### src/inc/rpoc_cfg.svh
// Purpose: offsets, reset values, field positions and timing counts of the reverse power control
// Assumes: 25 MHz core clock
// Notes:   times are kept in their own unit, cycle counts derive from them
`ifndef RPOC_CFG_SVH
`define RPOC_CFG_SVH

`define RPOC_CLK_HZ              25000000
`define RPOC_CYC_PER_MS          (`RPOC_CLK_HZ / 1000)

// register offsets
`define RPOC_OFS_CTRL_ONE        8'h0e
`define RPOC_OFS_CTRL_TWO        8'h0f

// reset values and writable masks
`define RPOC_RST_CTRL_ONE        8'had
`define RPOC_RST_CTRL_TWO        8'h43
`define RPOC_MASK_CTRL_ONE       8'hef
`define RPOC_RST_PIN_SYNC        3'h7
`define RPOC_RST_PIN_LEVEL       1'b1

// control one fields
`define RPOC_B_MASTER_ALLOW      7
`define RPOC_B_PIN_BYPASS        6
`define RPOC_B_SOFTSTART         5
`define RPOC_B_SHUTOFF_HI        3
`define RPOC_B_SHUTOFF_LO        2
`define RPOC_B_PIN_POLARITY      1
`define RPOC_B_SHUTOFF_EN        0

// control two fields
`define RPOC_B_CUTOFF_HI         7
`define RPOC_B_CUTOFF_LO         5
`define RPOC_B_STATUS_IND        4
`define RPOC_B_CABLE_HI          3
`define RPOC_B_CABLE_LO          2
`define RPOC_B_START_DLY_HI      1
`define RPOC_B_START_DLY_LO      0

// times in milliseconds
`define RPOC_START_DLY_A_MS      200
`define RPOC_START_DLY_B_MS      500
`define RPOC_START_DLY_C_MS      1000
`define RPOC_SHUTOFF_A_MS        10000
`define RPOC_SHUTOFF_B_MS        20000
`define RPOC_SHUTOFF_C_MS        30000

// cycle counts
`define RPOC_START_DLY_A_CYC     (`RPOC_START_DLY_A_MS * `RPOC_CYC_PER_MS)
`define RPOC_START_DLY_B_CYC     (`RPOC_START_DLY_B_MS * `RPOC_CYC_PER_MS)
`define RPOC_START_DLY_C_CYC     (`RPOC_START_DLY_C_MS * `RPOC_CYC_PER_MS)
`define RPOC_SHUTOFF_A_CYC       (`RPOC_SHUTOFF_A_MS * `RPOC_CYC_PER_MS)
`define RPOC_SHUTOFF_B_CYC       (`RPOC_SHUTOFF_B_MS * `RPOC_CYC_PER_MS)
`define RPOC_SHUTOFF_C_CYC       (`RPOC_SHUTOFF_C_MS * `RPOC_CYC_PER_MS)

`endif

### src/inc/rpoc_pkg.sv
// Purpose: types of the reverse power control
// Assumes: nothing beyond the cfg header
// Notes:   state structs hold all flops of a module
`default_nettype none
package rpoc_pkg;

  typedef enum logic [1:0] {
    RPOC_OFF,
    RPOC_DELAY,
    RPOC_RUN,
    RPOC_LATCHED
  } rpoc_state_t;

  typedef struct packed {
    logic [7:0]  ctrl_one;
    logic [7:0]  ctrl_two;
    rpoc_state_t state;
    logic [2:0]  pin_sync;
    logic        pin_level;
    logic [7:0]  rdata;
  } rpoc_top_st_t;

  typedef struct packed {
    logic [31:0] count;
  } rpoc_tmr_st_t;

endpackage
`default_nettype wire

### src/inc/rpoc_tmr_if.sv
// Purpose: link between the control logic and its interval timer
// Assumes: one clock domain
// Notes:   the timer restarts from zero whenever run drops
`default_nettype none
interface rpoc_tmr_if;
  logic        run;
  logic [31:0] limit;
  logic        done;
  modport ctrl (output run, output limit, input done);
  modport tmr  (input run, input limit, output done);
endinterface
`default_nettype wire

### src/rtl/rpoc_timer.sv
// Purpose: interval counter used for start delay and light-load time
// Assumes: limit is at least one
// Notes:   done is combinational, high on the limit-th cycle of run
`default_nettype none
module rpoc_timer
  import rpoc_pkg::*;
(
  input  wire logic i_clk,
  input  wire logic i_reset_n,
  rpoc_tmr_if.tmr   tmr
);

  rpoc_tmr_st_t st_reg;
  rpoc_tmr_st_t st_next;

  // count while run holds, clear when run drops or an interval ends; the
  // restart at the end keeps the light-load interval from inheriting the delay count
  always_comb
  begin
    st_next = st_reg;
    if (!tmr.run || tmr.done)
      st_next.count = 32'h0;
    else
      st_next.count = st_reg.count + 32'h1;
  end

  always_ff @(posedge i_clk or negedge i_reset_n)
  begin
    if (!i_reset_n)
      st_reg <= '0;
    else
      st_reg <= st_next;
  end

  // an interruption resets the count, so only an unbroken interval ends
  assign tmr.done = tmr.run && (st_reg.count >= tmr.limit - 32'h1);

endmodule
`default_nettype wire

### src/rtl/rpoc_top.sv
// Purpose: reverse power output enable, start delay, light-load latch-off and status pin
// Assumes: register port is the internal side of the serial register interface
// Notes:   analog settings leave as plain select outputs
//          request pin passes a three-flop filter that resets to inactive
`default_nettype none
`include "rpoc_cfg.svh"

module rpoc_top
  import rpoc_pkg::*;
#(
  parameter int unsigned START_DLY_A_CYC = `RPOC_START_DLY_A_CYC,
  parameter int unsigned START_DLY_B_CYC = `RPOC_START_DLY_B_CYC,
  parameter int unsigned START_DLY_C_CYC = `RPOC_START_DLY_C_CYC,
  parameter int unsigned SHUTOFF_A_CYC   = `RPOC_SHUTOFF_A_CYC,
  parameter int unsigned SHUTOFF_B_CYC   = `RPOC_SHUTOFF_B_CYC,
  parameter int unsigned SHUTOFF_C_CYC   = `RPOC_SHUTOFF_C_CYC
)
(
  input  wire logic       i_clk,
  input  wire logic       i_reset_n,
  input  wire logic [7:0] i_reg_addr,
  input  wire logic       i_reg_wr,
  input  wire logic       i_reg_rd,
  input  wire logic [7:0] i_reg_wdata,
  output logic      [7:0] o_reg_rdata,
  input  wire logic       i_reverse_request_pin,
  input  wire logic       i_register_request_bypass,
  input  wire logic       i_input_isolation_mode,
  input  wire logic       i_reverse_regulator_fault_ignore,
  input  wire logic       i_regulator_fault,
  input  wire logic       i_input_fault,
  input  wire logic       i_battery_cutoff_reached,
  input  wire logic       i_light_load,
  output logic            o_reverse_run,
  output logic            o_reverse_latched,
  output logic            o_reverse_softstart_select,
  output logic      [2:0] o_battery_cutoff_select,
  output logic      [1:0] o_cable_drop_compensation,
  output logic            o_charge_status_pin_out,
  output logic            o_charge_status_pin_oe
);

  // every flop of this module lives in st_reg
  rpoc_top_st_t st_reg;
  rpoc_top_st_t st_next;
  rpoc_tmr_if   tmr_if ();

  // combinational helpers: all come from registered state or same-clock inputs
  logic        pin_active;
  logic        request;
  logic        stop_fault;
  logic [1:0]  dly_code;
  logic [1:0]  off_code;
  logic        shutoff_armed;
  // interval limits in clock cycles, sized to the timer
  logic [31:0] dly_limit;
  logic [31:0] off_limit;

  // one timer serves both waits: the start delay ends where the light-load
  // interval may begin, so the two never need counting at the same time
  rpoc_timer u_timer (
    .i_clk     (i_clk),
    .i_reset_n (i_reset_n),
    .tmr       (tmr_if.tmr)
  );

  // request path from registers, synchronised pin and isolation mode
  // the pin is only seen through its filter, so a glitch shorter than two clocks
  // never reaches the sequencer; allow bit and isolation veto the request outright
  always_comb
  begin
    pin_active = st_reg.ctrl_one[`RPOC_B_PIN_POLARITY] ? st_reg.pin_level
                                                       : !st_reg.pin_level;
    request    = st_reg.ctrl_one[`RPOC_B_MASTER_ALLOW]
                 && !i_input_isolation_mode
                 && (st_reg.ctrl_one[`RPOC_B_PIN_BYPASS] ? i_register_request_bypass
                                                         : pin_active);
    // input fault and battery cutoff stop the output whatever the ignore bit says
    stop_fault = (i_regulator_fault && !i_reverse_regulator_fault_ignore)
                 || i_input_fault || i_battery_cutoff_reached;
    dly_code   = st_reg.ctrl_two[`RPOC_B_START_DLY_HI:`RPOC_B_START_DLY_LO];
    off_code   = st_reg.ctrl_one[`RPOC_B_SHUTOFF_HI:`RPOC_B_SHUTOFF_LO];
    // a cleared enable bit or a zero time code both disarm the light-load latch
    shutoff_armed = st_reg.ctrl_one[`RPOC_B_SHUTOFF_EN] && (off_code != 2'h0);
  end

  // interval selection; the same timer serves both waits
  // code 00 never needs a table entry: a zero delay skips the wait state and a
  // zero shutoff code disarms the timer, so the default arm only stands for 11
  always_comb
  begin
    case (dly_code)
      2'h1:    dly_limit = 32'(START_DLY_A_CYC);
      2'h2:    dly_limit = 32'(START_DLY_B_CYC);
      default: dly_limit = 32'(START_DLY_C_CYC);
    endcase
    case (off_code)
      2'h1:    off_limit = 32'(SHUTOFF_A_CYC);
      2'h2:    off_limit = 32'(SHUTOFF_B_CYC);
      default: off_limit = 32'(SHUTOFF_C_CYC);
    endcase
  end

  // the timer runs in delay only while the request holds, in run only under light load
  assign tmr_if.run   = (st_reg.state == RPOC_DELAY && request)
                        || (st_reg.state == RPOC_RUN && shutoff_armed && i_light_load);
  // the limit follows the state, so entering run selects the shutoff time
  assign tmr_if.limit = (st_reg.state == RPOC_DELAY) ? dly_limit : off_limit;

  // next state: register writes, pin filter, enable sequencing, read data
  always_comb
  begin
    st_next = st_reg;
    // pin filter: level changes once the second and third stage agree
    st_next.pin_sync = {st_reg.pin_sync[1:0], i_reverse_request_pin};
    if (st_reg.pin_sync[1] == st_reg.pin_sync[2])
      st_next.pin_level = st_reg.pin_sync[2];
    // a write lands at the strobe edge; a read in the same cycle returns the old value
    if (i_reg_wr && i_reg_addr == `RPOC_OFS_CTRL_ONE)
      st_next.ctrl_one = i_reg_wdata & `RPOC_MASK_CTRL_ONE;
    if (i_reg_wr && i_reg_addr == `RPOC_OFS_CTRL_TWO)
      st_next.ctrl_two = i_reg_wdata;
    // read data is registered and holds until the next read strobe
    if (i_reg_rd)
    begin
      case (i_reg_addr)
        `RPOC_OFS_CTRL_ONE: st_next.rdata = st_reg.ctrl_one;
        `RPOC_OFS_CTRL_TWO: st_next.rdata = st_reg.ctrl_two;
        default:            st_next.rdata = 8'h00;
      endcase
    end
    // a fault or a withdrawn request always ends at off, never at latched, so the
    // latch is kept for the light-load case alone; off refuses to leave while a
    // stop fault stands, which keeps the delay from counting through a fault
    case (st_reg.state)
      RPOC_OFF:
      begin
        // a zero delay code skips the wait state altogether
        if (request && !stop_fault)
          st_next.state = (dly_code == 2'h0) ? RPOC_RUN : RPOC_DELAY;
      end
      RPOC_DELAY:
      begin
        // any break in the request or a fault throws the count away
        if (!request || stop_fault)
          st_next.state = RPOC_OFF;
        else if (tmr_if.done)
          st_next.state = RPOC_RUN;
      end
      RPOC_RUN:
      begin
        // a fault or a withdrawal wins over an expiring light-load interval
        if (!request || stop_fault)
          st_next.state = RPOC_OFF;
        else if (tmr_if.done)
          st_next.state = RPOC_LATCHED;
      end
      RPOC_LATCHED:
      begin
        // stays off until the request is withdrawn
        // dropping the request through pin, bypass input, allow bit or isolation mode is the only way out
        if (!request)
          st_next.state = RPOC_OFF;
      end
      // unreachable encodings fall back to off, the safe state
      default: st_next.state = RPOC_OFF;
    endcase
  end

  // all state in one register; the pin filter starts at the idle level of
  // the default active-low pin, so leaving reset never looks like a request
  always_ff @(posedge i_clk or negedge i_reset_n)
  begin
    if (!i_reset_n)
    begin
      st_reg           <= '0;
      st_reg.ctrl_one  <= `RPOC_RST_CTRL_ONE;
      st_reg.ctrl_two  <= `RPOC_RST_CTRL_TWO;
      st_reg.state     <= RPOC_OFF;
      st_reg.pin_sync  <= `RPOC_RST_PIN_SYNC;
      st_reg.pin_level <= `RPOC_RST_PIN_LEVEL;
    end
    else
      st_reg <= st_next;
  end

  // outputs: every data output comes straight from st_reg, so none glitches
  // while the next state is still being worked out
  assign o_reg_rdata                = st_reg.rdata;
  assign o_reverse_run              = (st_reg.state == RPOC_RUN);
  assign o_reverse_latched          = (st_reg.state == RPOC_LATCHED);
  // analog selections pass straight through to the converter
  assign o_reverse_softstart_select = st_reg.ctrl_one[`RPOC_B_SOFTSTART];
  assign o_battery_cutoff_select    =
    st_reg.ctrl_two[`RPOC_B_CUTOFF_HI:`RPOC_B_CUTOFF_LO];
  assign o_cable_drop_compensation  =
    st_reg.ctrl_two[`RPOC_B_CABLE_HI:`RPOC_B_CABLE_LO];
  // open drain: only ever pulls low, otherwise released; the pin never drives
  // high itself, so with indication off whatever shares the line owns it
  assign o_charge_status_pin_out    = 1'b0;
  assign o_charge_status_pin_oe     = st_reg.ctrl_two[`RPOC_B_STATUS_IND]
                                      && (st_reg.state == RPOC_RUN);

endmodule
`default_nettype wire

### config.mk
export PLATFORM = sky130hd
export DESIGN_NAME = rpoc_top
export DESIGN_NICKNAME = d
export VERILOG_FILES = /design/src/inc/rpoc_pkg.sv /design/src/inc/rpoc_tmr_if.sv /design/src/rtl/rpoc_timer.sv /design/src/rtl/rpoc_top.sv
export VERILOG_INCLUDE_DIRS = /design/src /design/src/inc
export SDC_FILE = /design/constraint.sdc
export NUM_CORES = 1
export LEC_CHECK = 0
export ABC_AREA = 1
export BUFFER_PORTS_ARGS = -buffer_cell sky130_fd_sc_hd__buf_2
export CAP_MARGIN = 5
export CORE_ASPECT_RATIO = 1.5
export CORE_UTILIZATION = 40
export DETAILED_ROUTE_END_ITERATION = 8
export GPL_ROUTABILITY_DRIVEN = 1
export HOLD_SLACK_MARGIN = 0.08
export PLACE_DENSITY = 0.62
export SYNTH_ARGS = -nofsm -noshare
export SYNTH_HDL_FRONTEND = slang
export SYNTH_SLANG_ARGS = --single-unit
### constraint.sdc
create_clock -name i_clk -period 3.6 [get_ports i_clk]
set_clock_uncertainty 0.2 [all_clocks]
set_input_delay 0.54 -clock i_clk [delete_from_list [all_inputs] [get_ports i_clk]]
set_output_delay 0.54 -clock i_clk [all_outputs]
set_load 0.02 [all_outputs]
==> qor.csv <==
metric,value,unit
status,"finished, final reports clean",
GR Util All Layers,18.4,%
mean post-synth cell area,8.04,µm²
CTS tree,yes,
Main synth FF type,dfrtp_1,
number of flip-flops under the largest register name,32,
worst hold endpoint,st_next[10],
most frequent cell on the critical path,nand2_1,
final core occ,47.3,%
crit path cell chain,inv_1 > ha_1 > nand2_1 > nand2_1 > nor2_2 > inv_1 > o22ai_1 > ha_1 > nand2_1 > inv_1 > nand2_1 > nand2_1 > a21oi_1 > nand3_1 > nand2_1 > nand3_2 > buf_4 > nor3b_2,
GP Congestion,0.872,
first-pass GRT wire length,15000,µm
core footprint,0.00963,mm²
DIE AREA,0.0103,mm²
worst min path class,in -> reg,
Inserted Diodes,0,
CTS HTree Levels,3,
ys async rst share,100,%
total vias in the final route,3277,
worst slew pin tran,0.774,ns
largest net degree at the start of global routing,42,
reg2reg end,u_timer.st_reg[2],
Final Max Tran Viols,0,
die height,124,µm
layout cells sized above 1,21.2,%
RSZ-0062 raised after global routing,no,
CTS Buffer Depth,2,
final wirelength,8550,µm
CTS sink cnt,61,
Leak,2.32,nW
initial antenna violation count,0,
CTS Buf Count,9,
"FF+latch count, synth",61,
crit path DAT,3.26,ns
Vias/cell,5.01,
Mapped Area,0.00396,mm²
Power Dens Cells,460,mW/mm²
Detailed Routing Iterations Pass 1,5,
Die W,83.2,µm
grt ovf,0,
max_slew headroom,48.2,%
Crit Path Max Fanout,9,
Iter 0 DRT Violations,112,
largest cells by area after synthesis,"dfrtp_1 31%, nand2_1 11%, ha_1 10%",
"Clk Latency, worst-skew pair",0.33,ns
"CTS clk-pin slew, worst paths",0.05,ns
post-route ant nets,0,
"Max stage delay cell, worst path",dfstp_2,
MaxCap Viol Count,0,
Worst Hold Slack,0.110,ns
Initial Utilization,41.1,%
nets,595,
crit end category,flop,
Yosys warning count,0,
reg2reg setup slack,0.38,ns
Finished Layout Cells,654,
Final Cycle Share,89.4,%
vias in the first global route,3314,
Fin. Hold Viols,0,
CP required,3.64,ns
Root Buffer,clkbuf_16,
P&R area growth vs syn,15.1,%
Ports,46,
reg2reg path depth,18,
Netlist cell types,48,
min Tclk post-route,3.22,ns
worst r2r src,dly_code[1],
Critical Path Source Type,flop,
DR WL/cell,13.1,µm
peak supply drop,292,µV
Hold Startpoint,i_reverse_request_pin,
DP Wirelength,6810,µm
post-synthesis sequential area ratio,39.0,%
number of setup violations in the final report,0,
fmax,311,MHz
Crit Path Category,reg -> reg,
TNS Setup,0,ns
Cells after Synth,492,
Port-buffer cells,44,
Post-synth EDFFs,0,
Critical Path Max Stage Delay,0.52,ns
Placed Cells,637,
DRC,0,
site row count,44,
Post-CTS Setup Bufs,0,
hold path depth,1,
"area leader, netlist",dfrtp_1,
top-area cell type share of the netlist area,31.0,%
per-stage QoR:
stage	cell area (µm²)	total power, mW	worst slack, ns
2_1_floorplan	3960	1.06	0.821
3_5_place_dp	4210	1.17	0.394
5_1_grt	4550	2.22	0.0556
4_1_cts	4550	2.12	0.368
3_3_place_gp	4210	1.16	0.537
6_report	4550	2.10	0.381
report_power, final:
group / internal (mW) / leakage, nW / switching, mW
registers: 0.720 / 0.774 / 0.0214
logic: 0.148 / 1.38 / 0.275
clock network: 0.640 / 0.163 / 0.291
total: 1.51 / 2.32 / 0.587
placed cells by master, fill, tap and decap left out, types with 2 or more instances in the layout:
cell	Yosys	final
o21ai_0	20	20
or2_2	3	3
buf_4	15	4
nand2_2	3	3
nand3_1	12	12
a21oi_1	29	29
clkbuf_16	0	9
nor2_4	3	3
nor2_1	49	48
nand3_2	3	3
conb_1	1	3
inv_2	4	4
nand4_1	6	6
nand2_1	117	117
dfstp_2	12	12
inv_1	62	62
o22ai_1	9	9
a31oi_1	2	2
o21ai_1	3	3
nor3_2	5	5
nor2_2	7	8
o21a_1	3	3
dfrtp_1	49	49
ha_1	33	33
buf_2	3	44
bufinv_16	0	2
xnor2_1	6	6
xor2_1	6	6
nor3b_2	2	2
clkinv_2	0	2
clkbuf_8	0	2
nor3_1	4	4
a211oi_1	2	2
area by class of cell:
cell class	instances	area (µm²)
fill	915	5080
clock inverter	4	70.1
tap	115	144
clock buffer	12	256
timing repair buffer	49	260
inverter	67	251
multi-input combinational	346	2030
sequential	61	1540
how the worst max path moves through the flow:
| stage | from | end | depth (start not counted) |
|---|---|---|---|
| 2_1_floorplan | off_code[0] | u_timer.st_reg[2] | 17 |
| 3_3_place_gp | off_code[0] | u_timer.st_reg[4] | 17 |
| 3_5_place_dp | st_reg[12] | u_timer.st_reg[2] | 19 |
| 4_1_cts | st_reg[12] | u_timer.st_reg[2] | 19 |
| 5_1_grt | off_code[1] | u_timer.st_reg[27] | 20 |
| 6_report | dly_code[1] | u_timer.st_reg[2] | 18 |
cells in the mapped netlist, types with 2 or more instances:
cell type    n
nand2_1    117
a31oi_1      2
nand2_2      3
nor2_1      49
inv_2        4
nor3b_2      2
o21ai_0     20
xor2_1       6
nor3_1       4
dfstp_2     12
o21a_1       3
or2_2        3
ha_1        33
a21oi_1     29
nor2_4       3
inv_1       62
o22ai_1      9
xnor2_1      6
a211oi_1     2
nor3_2       5
nand4_1      6
nand3_2      3
nand3_1     12
buf_2        3
buf_4       15
dfrtp_1     49
nor2_2       7
o21ai_1      3
critical path, delay by kind of cell (launching register included):
kind | cells | cell delay (ns)
buf+inv | 4 | 0.47
compound gates | 2 | 0.26
flops | 1 | 0.52
simple gates | 10 | 1.22
fa+ha+maj | 2 | 0.45
kinds of logic (layout without fill, tap and decap cells):
group	count (synthesis)	in the layout	share of synthesized area (%)
AND/OR/NAND/NOR	225	225	27.5
buffers and inverters	87	132	9.96
AO/OA/AOI/OAI	72	72	10.1
flip-flops	61	61	39.0
adder cells (fa/ha/maj)	34	34	10.7
XOR/XNOR	12	12	2.66
other	1	3	0.0948
timing repair:
| action | in CTS | in global routing |
|---|---|---|
| hold endpoints to repair | 20 | 0 |
| gates resized for setup | 0 | 1 |
| hold buffers | 1 | 0 |
| endpoints found under the setup margin | 0 | 1 |
layer usage:
layer / wire length (µm) / track usage (%) / up-vias
met2: 4600 / 34.1 / 71
met4: 245 / 9.27 / 0
met5: 0 / 0 / -
met3: 266 / 3.71 / 16
li1: - / - / 1657
met1: 3440 / 19.9 / 1533
(Power assumes the default switching activity.)
